## config.mk

```make
export PLATFORM = sky130hd
export DESIGN_NAME = esb_regs
export DESIGN_NICKNAME = d
export VERILOG_FILES = /design/src/logic/esb_pkg.sv /design/src/logic/esb_rx_if.sv /design/src/logic/esb_regs.sv /design/src/logic/esb_rx_capture.sv
export SDC_FILE = /design/constraint.sdc
export NUM_CORES = 1
export LEC_CHECK = 0
export ABC_CLOCK_PERIOD_IN_PS = 2600
export BUFFER_PORTS_ARGS = -buffer_cell sky130_fd_sc_hd__buf_2
export CORE_ASPECT_RATIO = 1.2
export CORE_MARGIN = 4
export CORE_UTILIZATION = 35
export CTS_BUF_LIST = sky130_fd_sc_hd__clkbuf_4 sky130_fd_sc_hd__clkbuf_8
export CTS_CLUSTER_SIZE = 25
export DETAILED_ROUTE_END_ITERATION = 10
export GPL_TIMING_DRIVEN = 0
export SYNTH_ARGS = -nofsm -noshare
export SYNTH_HDL_FRONTEND = slang
export SYNTH_HIERARCHICAL = 1
export SYNTH_SLANG_ARGS = --single-unit
```

## constraint.sdc

```tcl
create_clock -name i_ref_clk -period 2.6 [get_ports i_ref_clk]
set_clock_uncertainty 0.2 [all_clocks]
set_input_delay 0.65 -clock i_ref_clk [delete_from_list [all_inputs] [get_ports i_ref_clk]]
set_output_delay 0.65 -clock i_ref_clk [all_outputs]
set_load 0.1 [all_outputs]
```

## src/logic/esb_pkg.sv

```systemverilog
// Shared constants and types for the E1 spare-bit multiframe register bank
package esb_pkg;

  // Register byte type of the 8-bit host port
  typedef logic [7:0] esb_byte_t;

  // Receive spare-bit register offsets (read only)
  localparam esb_byte_t ESB_RX_SPARE5_OFS   = 8'hCC;
  localparam esb_byte_t ESB_RX_SPARE6_OFS   = 8'hCD;
  localparam esb_byte_t ESB_RX_SPARE7_OFS   = 8'hCE;
  localparam esb_byte_t ESB_RX_SPARE8_OFS   = 8'hCF;

  // Transmit source register offsets (read/write)
  localparam esb_byte_t ESB_TX_INTL_EVEN_OFS = 8'hD2;
  localparam esb_byte_t ESB_TX_INTL_ODD_OFS  = 8'hD3;
  localparam esb_byte_t ESB_TX_ALARM_OFS     = 8'hD4;
  localparam esb_byte_t ESB_TX_SPARE4_OFS    = 8'hD5;
  localparam esb_byte_t ESB_TX_SPARE5_OFS    = 8'hD6;
  localparam esb_byte_t ESB_TX_SPARE6_OFS    = 8'hD7;
  localparam esb_byte_t ESB_TX_SPARE7_OFS    = 8'hD8;
  localparam esb_byte_t ESB_TX_SPARE8_OFS    = 8'hD9;
  localparam esb_byte_t ESB_TX_CTRL_OFS      = 8'hDA;

  // Value after reset of every register in the bank
  localparam esb_byte_t ESB_REG_RESET       = 8'h00;
  // Value returned for an unmapped read
  localparam esb_byte_t ESB_UNMAPPED_DATA   = 8'h00;

  // Insertion control field positions
  localparam int unsigned ESB_CTRL_INTL_EVEN_BIT = 7;
  localparam int unsigned ESB_CTRL_INTL_ODD_BIT  = 6;
  localparam int unsigned ESB_CTRL_ALARM_BIT     = 5;
  localparam int unsigned ESB_CTRL_SPARE4_BIT    = 4;

  // Number of spare-bit lanes: transmit Sa4..Sa8, receive Sa5..Sa8
  localparam int unsigned ESB_TX_LANES = 5;
  localparam int unsigned ESB_RX_LANES = 4;

  // Bit position in a register of a frame: lowest frame sits in the MSB
  function automatic logic [2:0] esb_frame_pos(input logic [3:0] frame_num);
    esb_frame_pos = 3'd7 - frame_num[3:1];
  endfunction

endpackage

```

## src/logic/esb_rx_if.sv

```systemverilog
// Carrier between the register bank core and its receive capture block
interface esb_rx_if;
  import esb_pkg::*;

  logic                          mf_flag;    // Receive multiframe flag sets
  logic                          frame_stb;  // One frame's overhead bits valid
  logic [3:0]                    frame_num;  // Frame number inside multiframe
  logic [ESB_RX_LANES-1:0]       spare;      // Sa5..Sa8, Sa5 in the MSB
  logic [ESB_RX_LANES-1:0][7:0]  frames;     // Published registers, lane 0 = Sa5

  // Capture side
  modport cap
  (
    input  mf_flag,
    input  frame_stb,
    input  frame_num,
    input  spare,
    output frames
  );

  // Core side
  modport core
  (
    output mf_flag,
    output frame_stb,
    output frame_num,
    output spare,
    input  frames
  );
endinterface

```

## src/logic/esb_regs.sv

```systemverilog
// E1 spare-bit multiframe register bank: host registers, receive capture, transmit insertion

module esb_regs
  import esb_pkg::*;
(
  // Clock and reset
  input  wire logic                    i_ref_clk,
  input  wire logic                    i_srst,
  // Host register port
  input  wire logic [7:0]              i_host_addr,
  input  wire logic                    i_host_wr,
  input  wire logic                    i_host_rd,
  input  wire logic [7:0]              i_host_wdata,
  output logic      [7:0]              o_host_rdata,
  output logic                         o_host_rvalid,
  // Receive framer overhead
  input  wire logic                    i_rx_mf_flag,
  input  wire logic                    i_rx_frame_stb,
  input  wire logic [3:0]              i_rx_frame_num,
  input  wire logic [ESB_RX_LANES-1:0] i_rx_spare,
  // Transmit framer overhead
  input  wire logic                    i_tx_mf_flag,
  input  wire logic                    i_tx_frame_stb,
  input  wire logic [3:0]              i_tx_frame_num,
  input  wire logic                    i_tx_norm_intl,
  input  wire logic                    i_tx_norm_alarm,
  input  wire logic [ESB_TX_LANES-1:0] i_tx_norm_spare,
  // Transmit overhead bits to the framer
  output logic                         o_tx_valid,
  output logic                         o_tx_intl,
  output logic                         o_tx_alarm,
  output logic      [ESB_TX_LANES-1:0] o_tx_spare
);

  // Receive capture
  // The four receive registers live in the capture block; this module
  // only routes the framer strobes in and the published bytes out.
  // Capture runs per frame, publishing waits for the multiframe flag, so a
  // host read never sees half of one multiframe and half of the next.

  // Carrier to the capture block
  esb_rx_if rx_bus ();

  // Framer inputs go straight to the capture block
  // They are synchronous to the clock already, so no resync stage is needed
  assign rx_bus.mf_flag   = i_rx_mf_flag;
  assign rx_bus.frame_stb = i_rx_frame_stb;
  assign rx_bus.frame_num = i_rx_frame_num;
  assign rx_bus.spare     = i_rx_spare;

  // Capture block owns the four read-only receive registers
  esb_rx_capture u_rx_capture
  (
    .i_ref_clk (i_ref_clk),
    .i_srst    (i_srst),
    .rx        (rx_bus)
  );

  // Host-writable transmit registers
  // A write lands on the edge that samples the strobe; there are no wait
  // states, so back-to-back writes on consecutive cycles are accepted.
  // No chip select is decoded: an offset outside the map is simply not
  // written, which keeps the port a plain strobe interface.

  // Host copies; the transmit path sees the data bytes through the sample or its flag bypass, the control byte directly
  esb_byte_t tx_intl_even_frames_reg;   // Even-frame Si source
  esb_byte_t tx_intl_odd_frames_reg;    // Odd-frame Si source
  esb_byte_t tx_far_alarm_frames_reg;   // Remote alarm source
  esb_byte_t tx_spare4_frames_reg;      // Sa4 source
  esb_byte_t tx_spare5_frames_reg;      // Sa5 source
  esb_byte_t tx_spare6_frames_reg;      // Sa6 source
  esb_byte_t tx_spare7_frames_reg;      // Sa7 source
  esb_byte_t tx_spare8_frames_reg;      // Sa8 source
  esb_byte_t tx_overhead_insert_ctrl_reg; // Insertion enables

  // Named views of the insertion enables
  logic                    insert_intl_even_en;   // Even-frame Si enable
  logic                    insert_intl_odd_en;    // Odd-frame Si enable
  logic                    insert_far_alarm_en;   // Remote alarm enable
  logic [ESB_TX_LANES-1:0] insert_spare_en;       // Sa4..Sa8 enables, Sa4 in MSB

  // Decode of a host write to one offset
  // Shared by the write decoders so every register decodes the same way
  function automatic logic host_hit(input logic [7:0] addr, input esb_byte_t ofs);
    host_hit = (addr == ofs);
  endfunction

  // Transmit data registers: plain storage, written by the host only
  // Reset clears them; with all enables clear nothing reaches the line
  always_ff @(posedge i_ref_clk)
  begin
    if (i_srst)
    begin
      tx_intl_even_frames_reg <= ESB_REG_RESET;
      tx_intl_odd_frames_reg  <= ESB_REG_RESET;
      tx_far_alarm_frames_reg <= ESB_REG_RESET;
      tx_spare4_frames_reg    <= ESB_REG_RESET;
      tx_spare5_frames_reg    <= ESB_REG_RESET;
      tx_spare6_frames_reg    <= ESB_REG_RESET;
      tx_spare7_frames_reg    <= ESB_REG_RESET;
      tx_spare8_frames_reg    <= ESB_REG_RESET;
    end
    else if (i_host_wr)
    begin
      // Writes to read-only or unmapped offsets fall through silently
      if (host_hit(i_host_addr, ESB_TX_INTL_EVEN_OFS))
        tx_intl_even_frames_reg <= i_host_wdata;
      if (host_hit(i_host_addr, ESB_TX_INTL_ODD_OFS))
        tx_intl_odd_frames_reg <= i_host_wdata;
      if (host_hit(i_host_addr, ESB_TX_ALARM_OFS))
        tx_far_alarm_frames_reg <= i_host_wdata;
      if (host_hit(i_host_addr, ESB_TX_SPARE4_OFS))
        tx_spare4_frames_reg <= i_host_wdata;
      if (host_hit(i_host_addr, ESB_TX_SPARE5_OFS))
        tx_spare5_frames_reg <= i_host_wdata;
      if (host_hit(i_host_addr, ESB_TX_SPARE6_OFS))
        tx_spare6_frames_reg <= i_host_wdata;
      if (host_hit(i_host_addr, ESB_TX_SPARE7_OFS))
        tx_spare7_frames_reg <= i_host_wdata;
      if (host_hit(i_host_addr, ESB_TX_SPARE8_OFS))
        tx_spare8_frames_reg <= i_host_wdata;
    end
  end

  // Insertion control: acts at once, not held to multiframe boundaries
  // A change applies to the very next frame request; software wanting a
  // clean switch should write it just before the transmit flag
  always_ff @(posedge i_ref_clk)
  begin
    if (i_srst)
      tx_overhead_insert_ctrl_reg <= ESB_REG_RESET;
    else if (i_host_wr && host_hit(i_host_addr, ESB_TX_CTRL_OFS))
      tx_overhead_insert_ctrl_reg <= i_host_wdata;
  end

  // Split the control byte into its enables
  assign insert_intl_even_en = tx_overhead_insert_ctrl_reg[ESB_CTRL_INTL_EVEN_BIT];
  assign insert_intl_odd_en  = tx_overhead_insert_ctrl_reg[ESB_CTRL_INTL_ODD_BIT];
  assign insert_far_alarm_en = tx_overhead_insert_ctrl_reg[ESB_CTRL_ALARM_BIT];
  assign insert_spare_en     =
    tx_overhead_insert_ctrl_reg[ESB_CTRL_SPARE4_BIT -: ESB_TX_LANES];

  // Host read path
  // Read data comes from a register so the port output is glitch free;
  // the cost is one cycle of latency, flagged by the read-valid pulse.
  // A read in the same cycle as a write to that offset returns the old
  // byte, because the mux looks at the register before the write edge.

  esb_byte_t host_rdata_next; // Read mux output

  // Read mux; unmapped offsets answer zero
  // The gaps inside the map answer zero too, never a stale byte
  always_comb
  begin
    unique case (i_host_addr)
      ESB_RX_SPARE5_OFS:    host_rdata_next = rx_bus.frames[0];
      ESB_RX_SPARE6_OFS:    host_rdata_next = rx_bus.frames[1];
      ESB_RX_SPARE7_OFS:    host_rdata_next = rx_bus.frames[2];
      ESB_RX_SPARE8_OFS:    host_rdata_next = rx_bus.frames[3];
      ESB_TX_INTL_EVEN_OFS: host_rdata_next = tx_intl_even_frames_reg;
      ESB_TX_INTL_ODD_OFS:  host_rdata_next = tx_intl_odd_frames_reg;
      ESB_TX_ALARM_OFS:     host_rdata_next = tx_far_alarm_frames_reg;
      ESB_TX_SPARE4_OFS:    host_rdata_next = tx_spare4_frames_reg;
      ESB_TX_SPARE5_OFS:    host_rdata_next = tx_spare5_frames_reg;
      ESB_TX_SPARE6_OFS:    host_rdata_next = tx_spare6_frames_reg;
      ESB_TX_SPARE7_OFS:    host_rdata_next = tx_spare7_frames_reg;
      ESB_TX_SPARE8_OFS:    host_rdata_next = tx_spare8_frames_reg;
      ESB_TX_CTRL_OFS:      host_rdata_next = tx_overhead_insert_ctrl_reg;
      default:              host_rdata_next = ESB_UNMAPPED_DATA;
    endcase
  end

  // Read data register: held between reads so the host may sample late
  always_ff @(posedge i_ref_clk)
  begin
    if (i_srst)
      o_host_rdata <= ESB_REG_RESET;
    else if (i_host_rd)
      o_host_rdata <= host_rdata_next;
  end

  // Read strobe: one cycle after each accepted read
  // Every read is answered, mapped or not, so the host never stalls
  always_ff @(posedge i_ref_clk)
  begin
    if (i_srst)
      o_host_rvalid <= 1'b0;
    else
      o_host_rvalid <= i_host_rd;
  end

  // Transmit multiframe sample
  // The host has one multiframe after the flag to refresh the sources;
  // if it misses that window the previous pattern simply repeats.

  // Working copies used for the running multiframe; a host write mid-frame
  // cannot tear the pattern, it waits for the next multiframe
  esb_byte_t                    work_intl_even_reg;
  esb_byte_t                    work_intl_odd_reg;
  esb_byte_t                    work_alarm_reg;
  logic [ESB_TX_LANES-1:0][7:0] work_spare_reg;   // Lane 0 = Sa4

  // Source set for the current frame: the new sample wins on a flag cycle
  esb_byte_t                    src_intl_even;
  esb_byte_t                    src_intl_odd;
  esb_byte_t                    src_alarm;
  logic [ESB_TX_LANES-1:0][7:0] src_spare;
  logic [ESB_TX_LANES-1:0][7:0] live_spare;       // Host registers packed

  // Host registers as lanes: Sa8 lands in the top lane, Sa4 in lane 0
  assign live_spare = {tx_spare8_frames_reg, tx_spare7_frames_reg,
                       tx_spare6_frames_reg, tx_spare5_frames_reg,
                       tx_spare4_frames_reg};

  // Sample on the transmit multiframe flag; otherwise hold so old data repeats
  always_ff @(posedge i_ref_clk)
  begin
    if (i_srst)
    begin
      work_intl_even_reg <= ESB_REG_RESET;
      work_intl_odd_reg  <= ESB_REG_RESET;
      work_alarm_reg     <= ESB_REG_RESET;
      work_spare_reg     <= {ESB_TX_LANES{ESB_REG_RESET}};
    end
    else if (i_tx_mf_flag)
    begin
      work_intl_even_reg <= tx_intl_even_frames_reg;
      work_intl_odd_reg  <= tx_intl_odd_frames_reg;
      work_alarm_reg     <= tx_far_alarm_frames_reg;
      work_spare_reg     <= live_spare;
    end
  end

  // Frame zero of a multiframe coincides with the flag, so use live values
  // Without this bypass frame 0 would go out from the previous sample
  always_comb
  begin
    if (i_tx_mf_flag)
    begin
      src_intl_even = tx_intl_even_frames_reg;
      src_intl_odd  = tx_intl_odd_frames_reg;
      src_alarm     = tx_far_alarm_frames_reg;
      src_spare     = live_spare;
    end
    else
    begin
      src_intl_even = work_intl_even_reg;
      src_intl_odd  = work_intl_odd_reg;
      src_alarm     = work_alarm_reg;
      src_spare     = work_spare_reg;
    end
  end

  // Transmit insertion
  // Each request picks one bit per source at the frame's register bit;
  // even frames carry the alignment word, so only Si is replaced there.

  logic                    tx_intl_next;   // Si bit for this frame
  logic                    tx_alarm_next;  // A bit for this frame
  logic [ESB_TX_LANES-1:0] tx_spare_next;  // Sa4..Sa8 for this frame
  logic [2:0]              tx_pos;         // Register bit for this frame

  // Frame 0 or 1 maps to bit 7, so the MSB leaves first
  assign tx_pos = esb_frame_pos(i_tx_frame_num);

  // Per-frame selection between register and framer's own bit
  always_comb
  begin
    // Framer's normal source unless a register is inserted
    tx_intl_next  = i_tx_norm_intl;
    tx_alarm_next = i_tx_norm_alarm;
    tx_spare_next = i_tx_norm_spare;
    if (!i_tx_frame_num[0])
    begin
      // Alignment frame: only Si is spare, the rest is the alignment word
      if (insert_intl_even_en)
        tx_intl_next = src_intl_even[tx_pos];
    end
    else
    begin
      // Nonalignment frame: Si, A and Sa4..Sa8 all insertable
      if (insert_intl_odd_en)
        tx_intl_next = src_intl_odd[tx_pos];
      if (insert_far_alarm_en)
        tx_alarm_next = src_alarm[tx_pos];
      // Lane i is Sa4+i; its enable and output bit sit at the mirrored place
      for (int i = 0; i < ESB_TX_LANES; i++)
      begin
        if (insert_spare_en[ESB_TX_LANES-1-i])
          tx_spare_next[ESB_TX_LANES-1-i] = src_spare[i][tx_pos];
      end
    end
  end

  // Output bits registered; held between frames for a slow framer
  // Reset drives zero so the framer sees a quiet overhead before setup
  always_ff @(posedge i_ref_clk)
  begin
    if (i_srst)
    begin
      o_tx_intl  <= 1'b0;
      o_tx_alarm <= 1'b0;
      o_tx_spare <= '0;
    end
    else if (i_tx_frame_stb)
    begin
      o_tx_intl  <= tx_intl_next;
      o_tx_alarm <= tx_alarm_next;
      o_tx_spare <= tx_spare_next;
    end
  end

  // Output strobe: one cycle after each frame request
  // The framer may take the bits on this pulse or any time before the next
  always_ff @(posedge i_ref_clk)
  begin
    if (i_srst)
      o_tx_valid <= 1'b0;
    else
      o_tx_valid <= i_tx_frame_stb;
  end

endmodule

```

## src/logic/esb_rx_capture.sv

```systemverilog
// Receive capture of the odd-frame Sa5..Sa8 bits over one multiframe
module esb_rx_capture
  import esb_pkg::*;
(
  // Clock and reset
  input  wire logic   i_ref_clk,
  input  wire logic   i_srst,
  // Framer side and published registers
  esb_rx_if.cap       rx
);

  // Shadow gathered while the multiframe runs
  logic [ESB_RX_LANES-1:0][7:0] shadow_reg;
  // Shadow with the current frame merged, so a flag and a frame may coincide
  logic [ESB_RX_LANES-1:0][7:0] shadow_next;

  // Merge the odd frame's bits at the frame's position
  always_comb
  begin
    shadow_next = shadow_reg;
    if (rx.frame_stb && rx.frame_num[0])
    begin
      for (int i = 0; i < ESB_RX_LANES; i++)
      begin
        shadow_next[i][esb_frame_pos(rx.frame_num)] = rx.spare[ESB_RX_LANES-1-i];
      end
    end
  end

  // Shadow update each odd frame
  always_ff @(posedge i_ref_clk)
  begin
    if (i_srst)
      shadow_reg <= '0;
    else
      shadow_reg <= shadow_next;
  end

  // Publish only on the multiframe flag; stale data holds until the next one
  always_ff @(posedge i_ref_clk)
  begin
    if (i_srst)
      rx.frames <= {ESB_RX_LANES{ESB_REG_RESET}};
    else if (rx.mf_flag)
      rx.frames <= shadow_next;
  end

endmodule

```

==> results.md, run 1 <==
* Status: complete, no violations
* CP Max Fanout at 10
* Endpoints failing setup at 0
* TritonCTS clock tree: done
* Gpl congestion at 0.886
* Largest net degree at the start of global routing at 11
* First-pass GRT wire length at 47000 um
* Crit path capture type: register
* Final WL at 31200 um
* Core box area at 28000 um^2
* Pwr dens at 634 nW/um^2
* Site row count at 67
* Syn avg cell area at 10.2 um^2
* Cell taking the most area after synthesis: dfxtp_1
* Worst path max stage delay at 0.72 ns
* Final layout net count at 1101
* Reg area at 4340 um^2
* Synthesized Nets at 1018
* Crit start category: input pin
* Area growth, synth to finish at 14.8%
* Critical path type: in -> reg
* Worst slew margin at 36.7%
* Vias in the first global route at 7873
* Antenna diode count at 0
* CTS root buffer: clkbuf_8
* Max reg flops at 40
* Initial Utilization at 35.6%
* WP data required at 2.82 ns
* Initial antenna violation count at 0
* Post-synthesis async set-or-reset flop share at 0%
* TritonCTS Buffers at 38
* # IOs at 60
* Mapped Area at 9980 um^2
* Die area at 31300 um^2
* Cell variety after synth at 56
* Number of synthesized register bits at 217
* Critical-path cell list: buf_2 > buf_1 > mux4_1 > a22oi_1 > a21oi_1 > a21oi_1 > o21ai_1
* Hold Crit Class: in -> reg
* Post-synth EDFFs at 0
* IO Port Bufs at 43
* Ys Warns at 6
* Slowest cell on the critical path: buf_1
* Sw frac at 24.9%
* Layout cells sized above 1 at 18.5%
* MaxCap Viol Count at 0
* Synth Flop Type: dfxtp_1
* Hold Violations, Final at 0
* Placed cell area at 10700 um^2
* Initial DRC count at 602
* Pre-Repair DR Iteration Count at 5
* Psw at 0.00181 W
* Post-route cell area at 11500 um^2
* Seq/Total Area, Yosys at 43.5%
* Final setup TNS at 0 ns
* Post-route ant nets at 0
* F_max at 418 MHz
* Via Count at 7975
* Clk_lat worst skew at 0.53 ns
* Maximum VDD drop at 0.000451 V
* Clock sink total at 217
* Die height at 193 um
* Lkg Pwr at 4.90 nW
* CTS clk-pin slew, worst paths at 0.06 ns
* Slew Limit Fails at 0
* Slew @ Worst Pin at 0.949 ns
* Cts-stage hold buffer count at 0
* Routed WL per cell at 21.3 um
* Postcts setup bufs at 0
* Clock Power Share at 44.9%
* H-Tree Depth at 2
* Ratio of final minimum period to clock period at 92.0%
* DP HPWL at 22000 um
* Post-synth top area share at 43.5%
* Resize count post-CTS at 0
* RSZ-0062 raised after global routing: no
* Multi-input gate area at 5130 um^2
* Crit path DAT at 2.61 ns
* CP dominant cell by count: a21oi_1
* Largest cells by area after synthesis: dfxtp_1 44%, mux2i_1 15%, mux4_2 7.9%, nor2_1 6.7%, mux4_1 2.9%
* Global Route Usage Sum at 19.7%
* Post-DR vias/cell at 5.46
* Combinational power share at 8.4%
* Share of total power in sequential cells at 46.7%
* Gr ovfl total at 0
* CTS max path bufs at 3
* Int Power at 0.00546 W
* Mapped Cells at 975
* DRC at 0
* Crit path time final at 2.39 ns
* Die Width at 162 um
* Fillers at 2831
## synthesized netlist by cell type (2+ instances only)
cell type	instances
dfxtp_1	217
nor2_1	178
mux2i_1	145
a21oi_1	47
nand2_1	47
clkbuf_1	38
o21ai_0	38
mux4_2	35
a311oi_1	32
a22oi_1	23
buf_2	18
nor2b_1	13
buf_4	12
mux4_1	11
and3b_1	9
buf_6	9
nand4_1	8
o21ai_1	7
nand2b_1	6
o2bb2ai_1	6
a22o_1	5
buf_1	5
a31oi_1	4
inv_1	4
mux2_2	4
nor3b_2	4
and2_1	3
and3_1	3
nand3_2	3
nand4b_1	3
o211a_1	3
o31ai_1	3
a221oi_1	2
a2bb2oi_1	2
clkbuf_2	2
nand3b_1	2
nand4_2	2
nor3_1	2
o211ai_1	2
or3_1	2
## area by class of cell
cell class,count,share of cell area [%]
clock buffer,59,6.49
sequential,217,37.9
multi-input combinational,668,44.8
timing repair buffer,43,1.88
buffer,86,4.26
clock inverter,4,0.393
tap,379,4.14
inverter,4,0.131
## worst max-delay path: cells and delay by family
kind	cells	cell delay, ns
AO/OA/AOI/OAI	4	0.67
buffers and inverters	2	0.84
multiplexers	1	0.46
## metrics by stage
step / instances / util [%] / hold slack, ns / power (W) / setup slack (ns)
6_report: 1460 / 40.9 / 0.185 / 0.00727 / 0.208
3_3_place_gp: 1397 / 38.1 / 0.235 / 0.00407 / -0.348
5_1_grt: 1460 / 40.9 / 0.180 / 0.00753 / 0.130
3_5_place_dp: 1397 / 38.1 / 0.238 / 0.00407 / -0.330
2_1_floorplan: 975 / - / 0.251 / 0.00386 / 0.360
4_1_cts: 1460 / 40.9 / 0.163 / 0.00733 / 0.228
## path summary, 6_finish.rpt
| kind | startpoint | end | slack [ns] | cells past startpoint |
|---|---|---|---|---|
| max | i_tx_mf_flag | o_tx_alarm | 0.21 | 7 |
| min | i_tx_norm_spare[2] | o_tx_spare[2] | 0.19 | 3 |
| max reg2reg | tx_intl_even_frames_reg[6] | o_tx_intl | 0.70 | 5 |
| min reg2reg | o_tx_spare[3] | o_tx_spare[3] | 0.24 | 2 |
## placed cells by master, fill, tap and decap left out, drive strengths merged, types with 4 or more instances in the layout
master   instances
a21oi           47
a31oi            4
mux2             4
o2bb2ai          6
mux4            46
a311oi          33
o21ai           45
dfxtp          217
inv              4
nor3b            5
a22o             5
and3b            9
nand2           47
nor2           178
nand3            4
nand2b           6
and2             4
buf             89
clkbuf          99
nor2b           13
nand4           10
a22oi           23
mux2i          145
## routing by layer
layer	global-route usage (%)	vias to the layer above	part of all wire (%)
met1	24.8	3860	42
li1	-	3722	-
met2	33.5	318	48
met5	0	-	0
met4	8.36	0	3.7
met3	3.66	75	6.4
## kinds of logic (layout without fill, tap and decap cells)
group                  Yosys count  count (layout)  share of synthesized area (%)
muxes                          195             195                           25.8
AOI/OAI and AO/OA              180             180                           12.0
buffers and inverters           90             196                           5.04
DFF                            217             217                           43.5
and+or+nand+nor                293             293                           13.7
## power by group through the flow
stage / Sequential (W) / Clock [W] / Combinational (W)
4_1_cts: 0.00339 / 0.00333 / 0.000608
2_1_floorplan: 0.00351 / 0 / 0.000348
6_report: 0.00339 / 0.00326 / 0.000613
5_1_grt: 0.00339 / 0.00349 / 0.000646
3_3_place_gp: 0.00346 / 0 / 0.000606
3_5_place_dp: 0.00346 / 0 / 0.000607
Note: power is estimated with default switching activity, not from simulation.
==> inputs of run 2 (changes only) <==
--- a/config.mk
+++ b/config.mk
@@ -7,6 +7,9 @@
 export LEC_CHECK = 0
 export ABC_CLOCK_PERIOD_IN_PS = 2600
 export BUFFER_PORTS_ARGS = -buffer_cell sky130_fd_sc_hd__buf_2
+export CAP_MARGIN = 30
+export CELL_PAD_IN_SITES_DETAIL_PLACEMENT = 1
+export CELL_PAD_IN_SITES_GLOBAL_PLACEMENT = 1
 export CORE_ASPECT_RATIO = 1.2
 export CORE_MARGIN = 4
 export CORE_UTILIZATION = 35
@@ -14,6 +17,7 @@
 export CTS_CLUSTER_SIZE = 25
 export DETAILED_ROUTE_END_ITERATION = 10
 export GPL_TIMING_DRIVEN = 0
+export PLACE_DENSITY_LB_ADDON = 0.1
 export SYNTH_ARGS = -nofsm -noshare
 export SYNTH_HDL_FRONTEND = slang
 export SYNTH_HIERARCHICAL = 1
==> constraint.sdc (replaced) <==
create_clock -name i_ref_clk -period 2.6 [get_ports i_ref_clk]
set_clock_uncertainty 0.2 [all_clocks]
set_input_delay 0.39 -clock i_ref_clk [delete_from_list [all_inputs] [get_ports i_ref_clk]]
set_output_delay 0.39 -clock i_ref_clk [all_outputs]
set_load 0.1 [all_outputs]
==> run 2 against run 1 <==
  * Clock-buffer cell count increased by 5
  * Routed wire length is 12% higher
  * Flip-flop and latch count is the same
  * Combinational power rose by 2%
  * Maximum frequency rose by 6.5%
  * Worst setup slack improved by 0.15 ns
==> results.md, run 2 (synthesized netlist as in run 1, its figures left out) <==
* Worst path max stage delay at 0.75 ns (was 0.72 ns)
* Resize count post-CTS at 0 (unchanged)
* Buf/Inv on CP at 2 (unchanged)
* Max reg flops at 40 (unchanged)
* CP Max Fanout at 10 (unchanged)
* Initial antenna violation count at 0 (unchanged)
* DP HPWL at 25700 um (was 22000 um)
* Core Util, Final at 41.4% (was 40.9%)
* Critical Path Stages at 7 (unchanged)
* Largest net degree at the start of global routing at 11 (unchanged)
* Maximum VDD drop at 0.000332 V (was 0.000451 V)
* RSZ-0062 raised after global routing: no (unchanged)
* Core box area at 28000 um^2 (unchanged)
* Slowest cell on the critical path: buf_1 (unchanged)
* Final layout net count at 1107 (was 1101)
* Via Count at 7983 (was 7975)
* TritonCTS Buffers at 40 (was 38)
* Pre-Repair DR Iteration Count at 4 (was 5)
* Clk_lat worst skew at 0.53 ns (about the same)
* Final WL at 34900 um (was 31200 um)
* Cts-stage hold buffer count at 4 (was 0)
* Slew @ Worst Pin at 0.996 ns (was 0.949 ns)
* CTS clk-pin slew, worst paths at 0.05 ns (was 0.06 ns)
* Postcts setup bufs at 0 (unchanged)
* Ratio of final minimum period to clock period at 86.4% (was 92.0%)
* Gr ovfl total at 0 (unchanged)
* Layout cells sized above 1 at 18.7% (was 18.5%)
* Commonest non-fill, non-tap cell in the layout: dfxtp_1 (unchanged)
* TritonCTS clock tree: done (unchanged)
* Critical path type: in -> reg (unchanged)
* Hold Crit Class: in -> reg (unchanged)
* Initial DRC count at 426 (was 602)
* Most frequent cells in the layout: 217 x dfxtp_1, 178 x nor2_1, 145 x mux2i_1, 61 x buf_2, 52 x clkbuf_8 (was 217 x dfxtp_1, 178 x nor2_1, 145 x mux2i_1, 61 x buf_2, 48 x clkbuf_8)
* Die area at 31300 um^2 (unchanged)
* Global Route Usage Sum at 22.5% (was 19.7%)
* F_max at 445 MHz (was 418 MHz)
* Fillers at 3191 (was 2831)
* Worst slew margin at 33.6% (was 36.7%)
* Gpl congestion at 0.831 (was 0.886)
* DRC at 0 (unchanged)
* Lkg Pwr at 4.96 nW (was 4.90 nW)
* Routed WL per cell at 23.8 um (was 21.3 um)
* Crit start category: input pin (unchanged)
* Die Width at 162 um (unchanged)
* First-pass GRT wire length at 52800 um (was 47000 um)
* # IOs at 60 (unchanged)
* WHS at 0.0201 ns (was 0.185 ns)
* CP delay by family, top: buffers and inverters (unchanged)
* Clock sink total at 217 (unchanged)
* IO Port Bufs at 43 (unchanged)
* Initial Utilization at 35.6% (unchanged)
* CP dominant cell by count: a21oi_1 (unchanged)
* Area growth, synth to finish at 16.0% (was 14.8%)
* Hold Violations, Final at 0 (unchanged)
* Crit path DAT at 2.45 ns (was 2.61 ns)
* Post-route ant nets at 0 (unchanged)
* Critical-path cell list: buf_2 > buf_1 > mux4_2 > a22oi_1 > a21oi_1 > a21oi_1 > o21ai_1 (was buf_2 > buf_1 > mux4_1 > a22oi_1 > a21oi_1 > a21oi_1 > o21ai_1)
* Post-DR vias/cell at 5.44 (was 5.46)
* Vias in the first global route at 8295 (was 7873)
* Antenna diode count at 0 (unchanged)
* Crit path time final at 2.25 ns (was 2.39 ns)
* Endpoints failing setup at 0 (unchanged)
* Slew Limit Fails at 0 (unchanged)
* Status: complete, no violations (unchanged)
* Pwr dens at 657 nW/um^2 (was 634 nW/um^2)
* CTS max path bufs at 3 (unchanged)
* Reg2reg setup slack at 0.61 ns (was 0.70 ns)
* Crit path capture type: register (unchanged)
* Die height at 193 um (unchanged)
* Site row count at 67 (unchanged)
* H-Tree Depth at 2 (unchanged)
* Final setup TNS at 0 ns (unchanged)
* Cells on worst reg2reg path at 5 (unchanged)
* Hold depth at 3 (unchanged)
* MaxCap Viol Count at 0 (unchanged)
* WP data required at 2.81 ns (was 2.82 ns)
* CTS root buffer: clkbuf_8 (unchanged)
-- run 2: changes by cell type in the layout (fill, tap and decap cells not counted) --
cell,change
dlygate4sd3_1,+4
bufinv_16,+1
clkbuf_4,+1
clkinv_2,-2
clkbuf_8,+4
-- run 2: where the power goes --
group / switching, W / total, W / internal, W
Sequential: 0.0000269 / 0.00340 / 0.00337
Clock: 0.00144 / 0.00359 / 0.00214
Combinational: 0.000437 / 0.000628 / 0.000191
-- run 2: final timing paths --
kind	start	end
setup reg to reg	tx_spare6_frames_reg[1]	o_tx_spare[2]
hold / removal	i_tx_norm_alarm	o_tx_alarm
hold reg to reg	o_tx_spare[1]	o_tx_spare[1]
setup / recovery	i_tx_mf_flag	o_tx_spare[2]
-- run 2: worst register-to-register path, cell delays in order (launching register included) --
cell,delay [ns]
dfxtp_1,0.33
mux4_1,0.55
a22oi_1,0.27
a21oi_1,0.11
a21oi_1,0.31
o21ai_1,0.09
-- run 2: final cells by class --
type                    count  area [um^2]  area share [%]
clock buffers              64          806            6.96
multi-input cells         668         5130            44.3
clock inverters             3         65.1           0.562
flip-flops and latches    217         4340            37.5
repair buffers             47          255            2.20
well taps                 379          474            4.09
plain buffers              86          488            4.21
inverters                   4         15.0           0.130
-- run 2: layer usage --
metal  global-route usage (%)  part of all wire, %
met4                     7.42                  3.1
met3                     3.30                  3.7
met5                        0                    0
met1                     28.5                   44
met2                     39.6                   50
-- run 2: stage by stage --
| step | power [W] | instances | setup WS, ns | instance area, um^2 |
|---|---|---|---|---|
| CTS | 0.00772 | 1468 | 0.369 | 11600 |
| floorplan | 0.00386 | 975 | 0.620 | 9980 |
| global route | 0.00791 | 1468 | 0.322 | 11600 |
| detailed placement | 0.00410 | 1397 | -0.195 | 10700 |
| global placement | 0.00410 | 1397 | -0.190 | 10700 |
| finish | 0.00761 | 1468 | 0.355 | 11600 |
==> inputs of run 3 (changes only) <==
--- a/config.mk
+++ b/config.mk
@@ -10,7 +10,7 @@
 export CAP_MARGIN = 30
 export CELL_PAD_IN_SITES_DETAIL_PLACEMENT = 1
 export CELL_PAD_IN_SITES_GLOBAL_PLACEMENT = 1
-export CORE_ASPECT_RATIO = 1.2
+export CORE_ASPECT_RATIO = 0.5
 export CORE_MARGIN = 4
 export CORE_UTILIZATION = 35
 export CTS_BUF_LIST = sky130_fd_sc_hd__clkbuf_4 sky130_fd_sc_hd__clkbuf_8
==> run 3 against run 2 <==
  * Register-to-register slack got worse by 0.05 ns
  * Worst hold slack improved by 0.027 ns
  * Flip-flop and latch count unchanged
  * Combinational power increased by 4.3%
  * Critical path depth decreased by 3
  * Maximum frequency increased by 0.62%
  * Via count increased by 1.1%
  * Total power decreased by 5.8%
  * Routed wire length increased by 1.7%
  * First-iteration DRC count increased by 32%
  * Clock-buffer cell count decreased by 8
==> results.md, run 3 (synthesized netlist as in run 1, its figures left out) <==
* Clock sink total at 217 (unchanged)
* Pre-Repair DR Iteration Count at 5 (was 4)
* TritonCTS Buffers at 36 (was 40)
* Resize count post-CTS at 0 (unchanged)
* Gr ovfl total at 0 (unchanged)
* CTS root buffer: clkbuf_8 (unchanged)
* PnR worst setup slack at 0.368 ns (was 0.355 ns)
* Gpl congestion at 0.837 (was 0.831)
* IO Port Bufs at 43 (unchanged)
* Routed WL per cell at 24.1 um (was 23.8 um)
* Cells on worst reg2reg path at 5 (unchanged)
* Most frequent cells in the layout: 217 x dfxtp_1, 178 x nor2_1, 145 x mux2i_1, 61 x buf_2 (was 217 x dfxtp_1, 178 x nor2_1, 145 x mux2i_1, 61 x buf_2, 52 x clkbuf_8)
* Slew Limit Fails at 0 (unchanged)
* Maximum VDD drop at 0.000351 V (was 0.000332 V)
* F_max at 448 MHz (was 445 MHz)
* RSZ-0062 raised after global routing: no (unchanged)
* # IOs at 60 (unchanged)
* Hold Crit Class: in -> reg (unchanged)
* Via Count at 8069 (was 7983)
* Hold Violations, Final at 0 (unchanged)
* Final WL at 35500 um (was 34900 um)
* CTS max path bufs at 3 (unchanged)
* Clock Power Share at 43.6% (was 47.1%)
* CP dominant cell by count: clkbuf_1 (was a21oi_1)
* MaxCap Viol Count at 0 (unchanged)
* Vias in the first global route at 8534 (was 8295)
* Slowest cell on the critical path: clkbuf_1 (was buf_1)
* Status: complete, no violations (unchanged)
* H-Tree Depth at 2 (unchanged)
* Worst path max stage delay at 0.71 ns (was 0.75 ns)
* Initial DRC count at 561 (was 426)
* Endpoints failing setup at 0 (unchanged)
* Sw frac at 26.9% (was 25.1%)
* Commonest non-fill, non-tap cell in the layout: dfxtp_1 (unchanged)
* Ratio of final minimum period to clock period at 85.8% (was 86.4%)
* Pwr dens at 624 nW/um^2 (was 657 nW/um^2)
* Post-DR vias/cell at 5.48 (was 5.44)
* Slew @ Worst Pin at 0.988 ns (was 0.996 ns)
* CTS clk-pin slew, worst paths at 0.06 ns (was 0.05 ns)
* Hold depth at 3 (unchanged)
* Share of total power in sequential cells at 47.3% (was 44.6%)
* Post-route ant nets at 0 (unchanged)
* Crit path capture type: register (unchanged)
* Core box area at 27900 um^2 (was 28000 um^2)
* Largest net degree at the start of global routing at 11 (unchanged)
* DP HPWL at 24900 um (was 25700 um)
* Lkg Pwr at 4.92 nW (was 4.96 nW)
* Crit path time final at 2.23 ns (was 2.25 ns)
* Die area at 31400 um^2 (was 31300 um^2)
* Final layout net count at 1109 (was 1107)
* Critical path type: in -> reg (unchanged)
* WP data required at 2.80 ns (was 2.81 ns)
* TritonCTS clock tree: done (unchanged)
* Initial Utilization at 35.8% (was 35.6%)
* Die Width at 247 um (was 162 um)
* Critical-path cell list: clkbuf_1 > clkbuf_1 > clkbuf_1 > nor2_1 (was buf_2 > buf_1 > mux4_2 > a22oi_1 > a21oi_1 > a21oi_1 > o21ai_1)
* Die height at 127 um (was 193 um)
* Cts-stage hold buffer count at 9 (was 4)
* Crit start category: input pin (unchanged)
* DRC at 0 (unchanged)
* Max reg flops at 40 (unchanged)
* First-pass GRT wire length at 53700 um (was 52800 um)
* Global Route Usage Sum at 22.8% (was 22.5%)
* Area growth, synth to finish at 15.1% (was 16.0%)
* Layout cells sized above 1 at 18.3% (was 18.7%)
* Postcts setup bufs at 0 (unchanged)
* Worst slew margin at 34.1% (was 33.6%)
* Clk_lat worst skew at 0.54 ns (was 0.53 ns)
* Psw at 0.00193 W (was 0.00191 W)
* Antenna diode count at 0 (unchanged)
* Crit path DAT at 2.43 ns (was 2.45 ns)
* Filler-free cell count of the finished design at 1472 (was 1468)
* CP Max Fanout at 10 (unchanged)
* Inst Count DP at 1400 (was 1397)
* Int Power at 0.00524 W (was 0.00570 W)
* Site row count at 43 (was 67)
* Worst slack, placed at -0.160 ns (was -0.195 ns)
* Initial antenna violation count at 1 (was 0)
* Combinational power share at 9.1% (was 8.3%)
run 3: changes by cell type in the layout (fill, tap and decap cells not counted):
cell,delta
clkbuf_8,-10
dlygate4sd3_1,+5
clkinv_2,+4
bufinv_16,-2
clkbuf_4,+2
buf_6,+1
inv_6,+1
run 3: final timing paths:
path	from	to	slack [ns]
worst max register to register	tx_far_alarm_frames_reg[0]	o_tx_alarm	0.56
worst min-delay path	i_rx_spare[2]	u_rx_capture/shadow_reg[8]	0.05
worst max-delay path	i_srst	work_spare_reg[31]	0.37
worst min register to register	o_tx_spare[0]	o_tx_spare[0]	0.25
run 3: worst max-delay path, delay by kind of cell:
kind | cells | cell delay [ns]
buffers and inverters | 3 | 1.91
and+or+nand+nor | 1 | 0.11
run 3: metal layers:
layer,global-route usage [%],vias up,share of wire (%)
met2,37.7,201,46
met5,0,-,0
li1,-,3741,-
met3,4.64,57,5.9
met4,6.10,0,2.2
met1,30.7,4070,46
run 3: layout make-up:
cell class	count	area [um^2]
plain buffers	86	488
clock buffers	56	683
clock inverters	6	33.8
fillers	3181	16400
inverters	4	15.0
multi-input cells	668	5130
flip-flops and latches	217	4340
well taps	382	478
repair buffers	53	317
run 3: stage by stage:
step	instance area (um^2)	utilization, %	hold WS, ns	setup TNS, ns	total power [W]
3_3_place_gp	10700	38.3	0.235	-0.522	0.00410
5_1_grt	11500	41.2	0.0174	0	0.00747
3_5_place_dp	10700	38.3	0.245	-0.815	0.00411
4_1_cts	11500	41.2	0.00595	0	0.00726
2_1_floorplan	9980	-	0.251	0	0.00386
6_report	11500	41.2	0.0476	0	0.00717
run 3: power by group through the flow:
stage	logic [W]	registers [W]	clock network, W
2_1_floorplan	0.000348	0.00351	0
3_3_place_gp	0.000634	0.00346	0
3_5_place_dp	0.000641	0.00346	0
4_1_cts	0.000652	0.00339	0.00322
5_1_grt	0.000695	0.00339	0.00338
6_report	0.000655	0.00339	0.00312
